## src/hdl/csi_chan_pkg.sv

```systemverilog
// Purpose: shared constants for the clocked serial master channel
// Assumes: APB with byte addresses, 32-bit data, one register per aligned word
// Notes:   offsets, the named field positions and the level, latch and direction reset values live here
package csi_chan_pkg;
  localparam int unsigned ADDR_W = 8;
  // register byte offsets
  localparam logic [7:0] OFS_PERIPHERAL_ENABLE_REG  = 8'h00;
  localparam logic [7:0] OFS_COMMUNICATION_CTRL_REG = 8'h04;
  localparam logic [7:0] OFS_STATIC_OUTPUT_LEVEL    = 8'h08;
  localparam logic [7:0] OFS_DATA_OUTPUT_ENABLE     = 8'h0C;
  localparam logic [7:0] OFS_CHANNEL_START          = 8'h10;
  localparam logic [7:0] OFS_CHANNEL_STOP           = 8'h14;
  localparam logic [7:0] OFS_CHANNEL_STATUS         = 8'h18;
  localparam logic [7:0] OFS_TX_DATA                = 8'h1C;
  localparam logic [7:0] OFS_RX_DATA                = 8'h20;
  localparam logic [7:0] OFS_BYTE_COUNT             = 8'h24;
  localparam logic [7:0] OFS_ERROR_FLAGS            = 8'h28;
  localparam logic [7:0] OFS_ERROR_FLAG_CLEAR_REG   = 8'h2C;
  localparam logic [7:0] OFS_PORT_LATCH             = 8'h30;
  localparam logic [7:0] OFS_PORT_DIRECTION_REG     = 8'h34;
  localparam logic [7:0] OFS_IRQ_STATUS             = 8'h38;
  localparam logic [7:0] OFS_IRQ_ENABLE             = 8'h3C;
  localparam logic [7:0] OFS_IRQ_CLEAR              = 8'h40;
  // field positions
  localparam int unsigned BIT_TRANSMIT_ENABLE = 0;
  localparam int unsigned BIT_RECEIVE_ENABLE  = 1;
  localparam int unsigned BIT_DATA_LEVEL      = 0;
  localparam int unsigned BIT_CLOCK_LEVEL     = 1;
  localparam int unsigned BIT_FRAMING_ERR     = 0;
  localparam int unsigned BIT_PARITY_ERR      = 1;
  localparam int unsigned BIT_OVERRUN_ERR     = 2;
  localparam int unsigned BIT_IRQ_XFER_END    = 0;
  localparam int unsigned BIT_IRQ_OVERRUN     = 1;
  // reset values: both static levels high, pins as inputs
  localparam logic [1:0] RST_STATIC_LEVEL = 2'h3;
  localparam logic [1:0] RST_PORT_LATCH   = 2'h3;
  localparam logic [1:0] RST_PORT_DIR     = 2'h0;
  localparam logic [7:0] FRAME_BITS       = 8'h08;
  localparam logic [7:0] SCK_HALF_DEFAULT = 8'h0A;
endpackage : csi_chan_pkg

```

## src/hdl/csi_master_channel_sequencer.sv

```systemverilog
// Purpose: one channel of a three-wire clocked serial master with APB registers
// Assumes: CLK_SYS_I at 250 MHz, NRST_I synchronous active low, one byte in flight
// Notes:   clock idles high, data out on falling edge, sampled on rising edge
//
// The implementer's own choices: the address map and register access over APB.
`timescale 1ns/1ps
module csi_master_channel_sequencer
  import csi_chan_pkg::*;
#(
  parameter logic [7:0] SCK_HALF = SCK_HALF_DEFAULT
) (
  // system
  input  wire logic              CLK_SYS_I,
  input  wire logic              NRST_I,
  // apb slave
  input  wire logic              PSEL_I,
  input  wire logic              PENABLE_I,
  input  wire logic              PWRITE_I,
  input  wire logic [ADDR_W-1:0] PADDR_I,
  input  wire logic [31:0]       PWDATA_I,
  output logic      [31:0]       PRDATA_O,
  output logic                   PREADY_O,
  output logic                   PSLVERR_O,
  // serial pins
  input  wire logic              SDI_I,
  output logic                   SDO_O,
  output logic                   SDO_OE_N_O,
  output logic                   SCK_O,
  output logic                   SCK_OE_N_O,
  // interrupt
  output logic                   IRQ_O
);
  typedef enum logic {ENG_IDLE = 1'b0, ENG_SHIFT = 1'b1} eng_state_t;

  // register state
  logic        clk_supply, tx_en, rx_en, soe, running, tx_full, rx_full;
  logic [1:0]  static_level, port_latch, port_dir, irq_st, irq_en;
  logic [2:0]  err;
  logic [7:0]  tx_byte, rx_byte;
  logic [15:0] byte_count;
  logic        next_clk_supply, next_tx_en, next_rx_en, next_soe, next_running, next_tx_full, next_rx_full;
  logic [1:0]  next_static_level, next_port_latch, next_port_dir, next_irq_st, next_irq_en;
  logic [2:0]  next_err;
  logic [7:0]  next_tx_byte, next_rx_byte;
  logic [15:0] next_byte_count;
  logic [31:0] next_prdata;
  logic        next_pready, next_pslverr, next_sdo, next_sdo_oe_n, next_sck, next_sck_oe_n, next_irq;
  // engine state
  eng_state_t  eng, next_eng;
  logic [7:0]  shreg, next_shreg, tmr, next_tmr;
  logic [2:0]  bit_cnt, next_bit_cnt;
  logic        sck_int, next_sck_int, out_bit, next_out_bit;
  logic        load, done;
  logic        sdi_meta, sdi_s;

  logic access, wr, rd, gated, stop_wr, lvl_wr;
  assign access  = PSEL_I & PENABLE_I & PREADY_O;
  assign gated   = clk_supply | (PADDR_I == OFS_PERIPHERAL_ENABLE_REG);
  assign wr      = access & PWRITE_I & gated;
  assign rd      = access & ~PWRITE_I & gated;
  assign stop_wr = wr & (PADDR_I == OFS_CHANNEL_STOP) & PWDATA_I[0];
  assign lvl_wr  = wr & (PADDR_I == OFS_STATIC_OUTPUT_LEVEL);

  function automatic logic mapped(input logic [ADDR_W-1:0] a);
    mapped = (a <= OFS_IRQ_CLEAR) && (a[1:0] == 2'b00);
  endfunction : mapped

  // read mux evaluated in the setup cycle so data is registered for the access phase
  function automatic logic [31:0] read_word(input logic [ADDR_W-1:0] a);
    read_word = 32'h0000_0000;
    unique case (a)
      OFS_PERIPHERAL_ENABLE_REG:  read_word[0] = clk_supply;
      OFS_COMMUNICATION_CTRL_REG: read_word[1:0] = {rx_en, tx_en};
      OFS_STATIC_OUTPUT_LEVEL:    read_word[1:0] = static_level;
      OFS_DATA_OUTPUT_ENABLE:     read_word[0] = soe;
      OFS_CHANNEL_STATUS:         read_word[3:0] = {rx_full, tx_full, (eng == ENG_SHIFT), running};
      OFS_RX_DATA:                read_word[7:0] = rx_byte;
      OFS_BYTE_COUNT:             read_word[15:0] = byte_count;
      OFS_ERROR_FLAGS:            read_word[2:0] = err;
      OFS_PORT_LATCH:             read_word[1:0] = port_latch;
      OFS_PORT_DIRECTION_REG:     read_word[1:0] = port_dir;
      OFS_IRQ_STATUS:             read_word[1:0] = irq_st;
      OFS_IRQ_ENABLE:             read_word[1:0] = irq_en;
      default:                    read_word = 32'h0000_0000;
    endcase
  endfunction : read_word

  // registers, bus and pins
  always_comb begin
    logic overrun;
    overrun           = done & rx_en & rx_full & ~(rd & (PADDR_I == OFS_RX_DATA));
    next_clk_supply   = clk_supply;
    next_tx_en        = tx_en;
    next_rx_en        = rx_en;
    next_static_level = static_level;
    next_soe          = soe;
    next_running      = running;
    next_tx_byte      = tx_byte;
    next_tx_full      = tx_full & ~load;
    next_rx_byte      = rx_byte;
    next_rx_full      = rx_full;
    next_byte_count   = byte_count;
    next_err          = err;
    next_port_latch   = port_latch;
    next_port_dir     = port_dir;
    next_irq_st       = irq_st;
    next_irq_en       = irq_en;
    next_pready       = PSEL_I & ~PENABLE_I & ~PREADY_O;
    next_pslverr      = PSEL_I & ~PENABLE_I & ~PREADY_O & ~mapped(PADDR_I);
    next_prdata       = (PSEL_I & ~PENABLE_I & (clk_supply | (PADDR_I == OFS_PERIPHERAL_ENABLE_REG)))
                        ? read_word(PADDR_I) : 32'h0000_0000;
    if (rd && PADDR_I == OFS_RX_DATA) next_rx_full = 1'b0;
    if (wr) begin
      unique case (PADDR_I)
        OFS_PERIPHERAL_ENABLE_REG:  next_clk_supply = PWDATA_I[0];
        OFS_COMMUNICATION_CTRL_REG: {next_rx_en, next_tx_en} = PWDATA_I[1:0];
        OFS_STATIC_OUTPUT_LEVEL:    if (!(running && soe)) next_static_level = PWDATA_I[1:0];
        OFS_DATA_OUTPUT_ENABLE:     next_soe = PWDATA_I[0];
        OFS_CHANNEL_START:          if (PWDATA_I[0]) next_running = 1'b1;
        OFS_CHANNEL_STOP:           if (PWDATA_I[0]) next_running = 1'b0;
        OFS_TX_DATA:                if (!tx_full) begin
          next_tx_byte = PWDATA_I[7:0];
          next_tx_full = 1'b1;
        end
        OFS_BYTE_COUNT:             next_byte_count = PWDATA_I[15:0];
        OFS_ERROR_FLAG_CLEAR_REG:   next_err = err & ~PWDATA_I[2:0];
        OFS_PORT_LATCH:             next_port_latch = PWDATA_I[1:0];
        OFS_PORT_DIRECTION_REG:     next_port_dir = PWDATA_I[1:0];
        OFS_IRQ_ENABLE:             next_irq_en = PWDATA_I[1:0];
        OFS_IRQ_CLEAR:              next_irq_st = irq_st & ~PWDATA_I[1:0];
        default:                    next_irq_en = irq_en;
      endcase
    end
    // hardware events are applied after software clears, so a set wins
    if (done) begin
      next_irq_st[BIT_IRQ_XFER_END] = 1'b1;
      if (byte_count != 16'h0000) next_byte_count = byte_count - 16'h0001;
      if (rx_en) begin
        next_rx_byte = shreg;
        next_rx_full = 1'b1;
      end
    end
    if (overrun) begin
      next_err[BIT_OVERRUN_ERR]     = 1'b1;
      next_irq_st[BIT_IRQ_OVERRUN]  = 1'b1;
    end
    // a stopped channel shows static level AND port latch on both outputs
    next_sdo      = (running && soe) ? out_bit : (static_level[BIT_DATA_LEVEL] & port_latch[BIT_DATA_LEVEL]);
    next_sck      = running ? sck_int : (static_level[BIT_CLOCK_LEVEL] & port_latch[BIT_CLOCK_LEVEL]);
    next_sdo_oe_n = ~(port_dir[BIT_DATA_LEVEL] | (running & soe));
    next_sck_oe_n = ~(port_dir[BIT_CLOCK_LEVEL] | running);
    next_irq      = |(irq_st & irq_en);
  end

  always_ff @(posedge CLK_SYS_I) begin
    if (!NRST_I) begin
      clk_supply   <= 1'b0;
      tx_en        <= 1'b0;
      rx_en        <= 1'b0;
      static_level <= RST_STATIC_LEVEL;
      soe          <= 1'b0;
      running      <= 1'b0;
      tx_byte      <= 8'h00;
      tx_full      <= 1'b0;
      rx_byte      <= 8'h00;
      rx_full      <= 1'b0;
      byte_count   <= 16'h0000;
      err          <= 3'h0;
      port_latch   <= RST_PORT_LATCH;
      port_dir     <= RST_PORT_DIR;
      irq_st       <= 2'h0;
      irq_en       <= 2'h0;
      PRDATA_O     <= 32'h0000_0000;
      PREADY_O     <= 1'b0;
      PSLVERR_O    <= 1'b0;
      SDO_O        <= 1'b1;
      SDO_OE_N_O   <= 1'b1;
      SCK_O        <= 1'b1;
      SCK_OE_N_O   <= 1'b1;
      IRQ_O        <= 1'b0;
    end else begin
      clk_supply   <= next_clk_supply;
      tx_en        <= next_tx_en;
      rx_en        <= next_rx_en;
      static_level <= next_static_level;
      soe          <= next_soe;
      running      <= next_running;
      tx_byte      <= next_tx_byte;
      tx_full      <= next_tx_full;
      rx_byte      <= next_rx_byte;
      rx_full      <= next_rx_full;
      byte_count   <= next_byte_count;
      err          <= next_err;
      port_latch   <= next_port_latch;
      port_dir     <= next_port_dir;
      irq_st       <= next_irq_st;
      irq_en       <= next_irq_en;
      PRDATA_O     <= next_prdata;
      PREADY_O     <= next_pready;
      PSLVERR_O    <= next_pslverr;
      SDO_O        <= next_sdo;
      SDO_OE_N_O   <= next_sdo_oe_n;
      SCK_O        <= next_sck;
      SCK_OE_N_O   <= next_sck_oe_n;
      IRQ_O        <= next_irq;
    end
  end

  // input synchroniser; only the second stage feeds the shifter
  always_ff @(posedge CLK_SYS_I) begin
    sdi_meta <= SDI_I;
    sdi_s    <= sdi_meta;
  end

  // shift engine: a byte starts only with transmit enabled, receive rides along
  assign load = running & tx_en & tx_full & (eng == ENG_IDLE);
  assign done = (eng == ENG_SHIFT) & running & (tmr == SCK_HALF - 8'h01) & sck_int & (bit_cnt == 3'h7);

  always_comb begin
    next_eng     = eng;
    next_shreg   = shreg;
    next_tmr     = tmr;
    next_bit_cnt = bit_cnt;
    next_sck_int = sck_int;
    next_out_bit = out_bit;
    if (!running) begin
      next_eng     = ENG_IDLE;
      next_sck_int = 1'b1;
    end else begin
      unique case (eng)
        ENG_IDLE: if (load) begin
          next_eng     = ENG_SHIFT;
          next_shreg   = tx_byte;
          next_out_bit = tx_byte[7];
          next_sck_int = 1'b0;
          next_tmr     = 8'h00;
          next_bit_cnt = 3'h0;
        end
        ENG_SHIFT: begin
          next_tmr = tmr + 8'h01;
          if (tmr == SCK_HALF - 8'h01) begin
            next_tmr = 8'h00;
            if (!sck_int) begin
              next_sck_int = 1'b1;
              next_shreg   = {shreg[6:0], sdi_s};
            end else if (bit_cnt == 3'h7) begin
              next_eng = ENG_IDLE;
            end else begin
              next_sck_int = 1'b0;
              next_out_bit = shreg[7];
              next_bit_cnt = bit_cnt + 3'h1;
            end
          end
        end
      endcase
    end
  end

  always_ff @(posedge CLK_SYS_I) begin
    if (!NRST_I) begin
      eng     <= ENG_IDLE;
      shreg   <= 8'h00;
      tmr     <= 8'h00;
      bit_cnt <= 3'h0;
      sck_int <= 1'b1;
      out_bit <= 1'b1;
    end else begin
      eng     <= next_eng;
      shreg   <= next_shreg;
      tmr     <= next_tmr;
      bit_cnt <= next_bit_cnt;
      sck_int <= next_sck_int;
      out_bit <= next_out_bit;
    end
  end

  // checking helpers
  logic [3:0] rise_cnt;
  logic       sck_prev, stopped_ck;
  assign stopped_ck = static_level[BIT_CLOCK_LEVEL] & port_latch[BIT_CLOCK_LEVEL];
  always_ff @(posedge CLK_SYS_I) begin
    sck_prev <= sck_int;
    if (!NRST_I || load) rise_cnt <= 4'h0;
    else if (sck_int && !sck_prev && rise_cnt != 4'hF) rise_cnt <= rise_cnt + 4'h1;
  end
endmodule : csi_master_channel_sequencer

```

## config.mk

```make
export PLATFORM = sky130hd
export DESIGN_NAME = csi_master_channel_sequencer
export DESIGN_NICKNAME = d
export VERILOG_FILES = /design/src/hdl/csi_chan_pkg.sv /design/src/hdl/csi_master_channel_sequencer.sv
export SDC_FILE = /design/constraint.sdc
export NUM_CORES = 1
export LEC_CHECK = 0
export ABC_CLOCK_PERIOD_IN_PS = 2500
export BUFFER_PORTS_ARGS = -buffer_cell sky130_fd_sc_hd__buf_2
export CAP_MARGIN = 5
export CORE_MARGIN = 2
export CORE_UTILIZATION = 56
export CTS_CLUSTER_SIZE = 14
export DETAILED_ROUTE_END_ITERATION = 8
export GPL_TIMING_DRIVEN = 0
export PLACE_DENSITY = 0.8
export RECOVER_POWER = 50
export SYNTH_ARGS = -nofsm -noshare
export SYNTH_HDL_FRONTEND = slang
export SYNTH_SLANG_ARGS = --single-unit
```

## constraint.sdc

```tcl
create_clock -name CLK_SYS_I -period 2.5 [get_ports CLK_SYS_I]
set_clock_uncertainty 0.05 [all_clocks]
set_input_delay 0.375 -clock CLK_SYS_I [delete_from_list [all_inputs] [get_ports CLK_SYS_I]]
set_output_delay 0.375 -clock CLK_SYS_I [all_outputs]
set_load 0.02 [all_outputs]
```

# Word level (Yosys, flattened, before mapping)
# Cells that the tools add are included.
# totals
ff_bits	115
input_bits	46
out_inout_bits	39
elab_cells	197
# classes
n_addsub	3
n_lt_le_gt_ge	1
eq_ne	25
muxes	54
n_bitwise	44
n_reduce_logical	34
# ops
cell	count
8-bit by 6-bit == test with 1-bit output, second input constant	8
16-bit two-way mux	4
8-bit two-way mux	5
8-bit by 5-bit == test with 1-bit output, second input constant	4
8-bit one-hot mux with 2 select lines	2
2-bit AND reduction	15
1-bit bitwise AND	25
1-bit two-way mux	25
8-bit by 4-bit == test with 1-bit output, second input constant	3
3-bit two-way mux	6
16-bit nonzero test	1
16-bit by 1-bit subtractor with 16-bit output, second input constant	1
1-bit one-hot mux with 12 select lines	1
2-bit nonzero test	6
1-bit inverter	11
2-bit inequality test, second input constant	5
1-bit one-hot mux with 10 select lines	1
3-bit AND reduction	3
8-bit by 1-bit adder with 8-bit output, second input constant	1
8-bit by 3-bit == test with 1-bit output, second input constant	1
8-bit by 7-bit == test with 1-bit output, second input constant	1
8-bit by 7-bit less-or-equal comparator with 1-bit output, second input constant	1
8-bit logical NOT	1
1-bit one-hot mux with 2 select lines	4
other kinds (18)	26

# Logic depth before layout (Yosys ltp)
# logic_depth
depth_word	9
ltp_mapped	9
ltp_nobuf	7

# Worst setup path after synthesis
# No wires, ideal clock.
# synth_path
path_kind	register to register
from	register bit_cnt[0]
to	register byte_count[2]
t_arrival_ps	1823
t_required_ps	2328
slack_ps	505
stages_incl_launch_ff	9
synth_period_minus_slack_ps	1995
path_cell_list	dfxtp_1 ha_1 ha_1 and3_1 and4_1 buf_2 a21oi_2 a211oi_1 a311o_1
# synth_between
elab_chain_len	3
# synth_lines
item	line	text
start: declaration	csi_master_channel_sequencer.sv:51	logic [2:0] bit_cnt, next_bit_cnt;
start signal: assignment	csi_master_channel_sequencer.sv:271	bit_cnt <= next_bit_cnt;
3-bit == test	csi_master_channel_sequencer.sv:217	assign done = (eng == ENG_SHIFT) & running & (tmr == SCK_HALF - 8'h01) & sck_int & (bit_cnt == 3'h7);
1-bit bitwise AND	csi_master_channel_sequencer.sv:217	
16-bit two-way mux	csi_master_channel_sequencer.sv:135	if (done) begin
end signal: assignment	csi_master_channel_sequencer.sv:192	byte_count <= next_byte_count;
end: declaration	csi_master_channel_sequencer.sv:40	logic [15:0] byte_count;
# Every way passes these cells.
# A chain may end at the register's enable or synchronous reset.

# Worst setup path after layout
# layout_path
from	register running
to	register shreg[6]
# layout_between
elab_chain_len	5
# layout_lines
item	line	text
start: declaration	csi_master_channel_sequencer.sv:36	logic clk_supply, tx_en, rx_en, soe, running, tx_full, rx_full;
start signal: assignment	csi_master_channel_sequencer.sv:187	running <= next_running;
1-bit bitwise AND (3 in series)	csi_master_channel_sequencer.sv:216	assign load = running & tx_en & tx_full & (eng == ENG_IDLE);
2-bit inequality test (no line)	--	
4-bit AND reduction (no line) (*)	--	
end signal: assignment	csi_master_channel_sequencer.sv:269	shreg <= next_shreg;
end: declaration	csi_master_channel_sequencer.sv:50	logic [7:0] shreg, next_shreg, tmr, next_tmr;
# Every way passes the cells marked *; elsewhere a longest branch is shown, timed or not.

==> flow_metrics.py <==
metrics = {
    "setup_path": {
        "ff2ff_path_depth": 6,
        "start_kind": "flop",
        "r2r_slack_ps": 140,
        "cp_num_buf_inv": 3,
        "cp.arrival_ps": 2580,
        "cp.required_ps": 2720,
        "cp_max_fo": 10,
        "endpoint": "shreg[6]",
        "cp_common_cell": "clkbuf_1",
        "worstSetupEndpointType": "flop",
        "path_delay_family": "buffers and inverters",
        "reg2reg_from": "running",
        "cp-startpoint": "running",
        "r2r_end": "shreg[6]",
        "worstSetupPathDepth": 6,
        "crit_type": "reg -> reg",
        "slowest_stage": "clkbuf_1",
        "crit_chain": "clkbuf_1, nor2b_1, clkbuf_1, clkbuf_1, a21oi_1, a311oi_1",
        "cpPeakStageDelay_ps": 420,
    },
    "grt": {
        "grt_max_degree": 16,
        "antenna_found_initial": 0,
        "overflow": 0,
        "grt_first_pass_wirelength_mm": 21.4,
        "grt_pass1_vias": 4211,
        "track_usage_pct": 27.4,
    },
    "cells_and_area": {
        "syn2layout_area_growth_pct": 12.2,
        "drive_gt1_share_pct": 13.3,
        "diodes": 0,
        "register_area_um2": 1980,
        "final_common_cell": "dfxtp_1",
        "fin_util_pct": 64.2,
        "final_area_um2": 5540,
        "final_cell_mix": "99 x dfxtp_1, 55 x nand2_1, 51 x clkbuf_1, 43 x nor2_1, 39 x nand3_1",
        "finalNonFillerCells": 741,
        "fill_cells": 765,
        "nets": 681,
        "multi_input_area_um2": 2670,
    },
    "synthesis": {
        "syn_inst": 556,
        "synth_area_per_cell_um2": 8.88,
        "synth-warning-count": 0,
        "synth_compound_area_share_pct": 17.1,
        "synth_top_family_by_area": "simple AND/OR/NAND/NOR gates",
        "synthAdderAreaFrac_pct": 1.52,
        "synth_mux_area_share_pct": 8.26,
        "synth_edf_count": 0,
        "async_reset_ff_share_pct": 0,
        "yosysSeqAreaShare_pct": 40.1,
        "synth_xor_xnor_area_share_pct": 0.709,
        "yosys_register_bits": 99,
        "synthSimpleGateAreaFrac_pct": 25.5,
        "syn_area_um2": 4940,
        "synth-main-ff-cell": "dfxtp_1",
        "synth_cell_types": 67,
    },
    "placed_design": {
        "post_dp_cell_area_um2": 5360,
        "hpwl_mm": 9.56,
        "pre_cts_ws_ps": 49.6,
        "port_buffers": 46,
        "gp_congestion": 0.900,
        "dp_cells": 725,
    },
    "clock_network": {
        "clock_path_buffers": 2,
        "clock_sinks": 99,
        "cts_max_level": 3,
        "cts-root-buf": "clkbuf_8",
        "clkTransAtPathRegs_ps": 90,
        "insertion_delay_ps": 370,
        "tritoncts": "yes",
        "cts_buffers": 9,
    },
    "route": {
        "vias_per_cell": 6.15,
        "wl_mm": 13.1,
        "wl_per_cell_um": 17.7,
        "dr_total_vias": 4555,
        "ant_nets": 0,
        "drt_iter0_drc": 372,
        "drtPass1Iterations": 5,
        "drcViolationCount": 0,
    },
    "timing": {
        "finalSetupViolCount": 0,
        "fin_setup_tns_ps": 0,
        "hold_ws_ps": 57.1,
        "worst_pin_slew_ps": 718,
        "fin_ws_ps": 141,
        "hold_viol": 0,
        "fmax_mhz": 424,
        "maxSlewHeadroom_pct": 51.5,
        "min_period_ps": 2360,
        "rsz0062_at_grt": "false",
        "drv_slew": 0,
        "min_period_over_period_pct": 94.3,
    },
    "status": {
        "status": "completed",
    },
    "floorplan": {
        "design.core.area_um2": 8640,
        "dieArea_um2": 9590,
        "start_util_pct": 57.2,
        "io_pins": 85,
        "die-height_um": 97.9,
        "chipWidth_um": 97.9,
        "num_rows": 34,
    },
    "worst_hold_path": {
        "hp-start": "SDI_I",
        "min_path_type": "in -> reg",
    },
    "pwr": {
        "power.leakage_nw": 2.11,
        "power.total_mw": 2.90,
        "peakVddDrop_mv": 0.312,
        "p_per_area_nw_per_um2": 524,
    },
    "job": {
        "maxCapViolCount": 0,
    },
}
==> flip-flops by register name (all words and copies together), names as in the netlist, 2 cells and up <==
name	flops
err	3
bit_cnt	3
port_dir	2
rx_byte	8
PRDATA_O	16
byte_count	16
tx_byte	8
irq_en	2
irq_st	2
shreg	8
static_level	2
tmr	8
port_latch	2
==> metal layers <==
metal	vias to the layer above	part of all wire (%)	GRT usage, %
met1	2185	42	35.7
met5	-	0	0
li1	2154	-	-
met4	0	2.2	8.44
met2	188	49	46.0
met3	28	6.9	5.37
==> power breakdown <==
part           internal, mW  switching (mW)  leakage, nW  total (mW)
clock network         0.589           0.555        0.110        1.14
registers              1.58         0.00153        0.798        1.58
logic                0.0573           0.120         1.20       0.177
==> area by class of cell <==
class                   instances  area share, %
plain buffers                  54           5.35
clock buffers                  11           2.55
clock inverters                 4           1.33
inverters                       9          0.610
multi-input cells             409           48.2
flip-flops and latches         99           35.8
well taps                     108           2.44
repair buffers                 47           3.77
==> Yosys cell counts (4+ instances only) <==
| master | n | area (um^2) |
|---|---|---|
| dfxtp_1 | 99 | 1980 |
| nand2_1 | 55 | 206 |
| nor2_1 | 43 | 161 |
| nand3_1 | 39 | 195 |
| mux2i_1 | 34 | 340 |
| a21oi_1 | 30 | 150 |
| clkbuf_1 | 23 | 86.3 |
| buf_4 | 19 | 143 |
| o21ai_0 | 19 | 95.1 |
| and2_1 | 13 | 81.3 |
| nand4_1 | 10 | 62.6 |
| o211ai_1 | 10 | 75.1 |
| buf_2 | 9 | 45.0 |
| inv_1 | 9 | 33.8 |
| a311oi_1 | 7 | 61.3 |
| nor3_1 | 7 | 35.0 |
| a31oi_1 | 6 | 37.5 |
| and3_1 | 6 | 37.5 |
| ha_1 | 6 | 75.1 |
| nand3b_1 | 6 | 45.0 |
| a22o_1 | 5 | 43.8 |
| a22oi_1 | 5 | 37.5 |
| and4_1 | 5 | 43.8 |
| nor2b_1 | 5 | 31.3 |
| nor4_1 | 5 | 31.3 |
| nor4b_2 | 5 | 75.1 |
| o21a_1 | 5 | 37.5 |
| a21boi_0 | 4 | 30.0 |
| a32o_1 | 4 | 40.0 |
| mux2_2 | 4 | 45.0 |
| xor2_1 | 4 | 35.0 |
==> repair_timing <==
| action | in CTS | in global routing |
|---|---|---|
| setup endpoints to repair | 0 | 13 |
| setup buffers | 0 | 1 |
| hold buffers | 0 | 0 |
| gates resized for setup | 0 | 5 |
==> kinds of logic after synthesis <==
| kind of cell | after synthesis |
|---|---|
| DFF | 99 |
| xor gates and xnor gates | 4 |
| adders and majority gates | 6 |
| muxes | 39 |
| AOI/OAI and AO/OA | 121 |
| and+or+nand+nor | 223 |
| buffers and inverters | 63 |
| other | 1 |
==> worst min path at each step <==
stage	slack [ps]	end	cells after the start
after floorplan	260	sdi_s	0
after global placement	270	sdi_s	0
after detailed placement	260	sdi_s	0
after CTS	40	sdi_meta	1
after global routing	50	sdi_meta	1
final	60	sdi_meta	1
==> worst reg2reg max path, stage by stage (launching register included) <==
cell and delay, ps:
dfxtp_1 410, clkbuf_1 420, nor2b_1 190, clkbuf_1 390, clkbuf_1 420, a21oi_1 120, a311oi_1 270
Note: power is estimated with default switching activity, not from simulation.
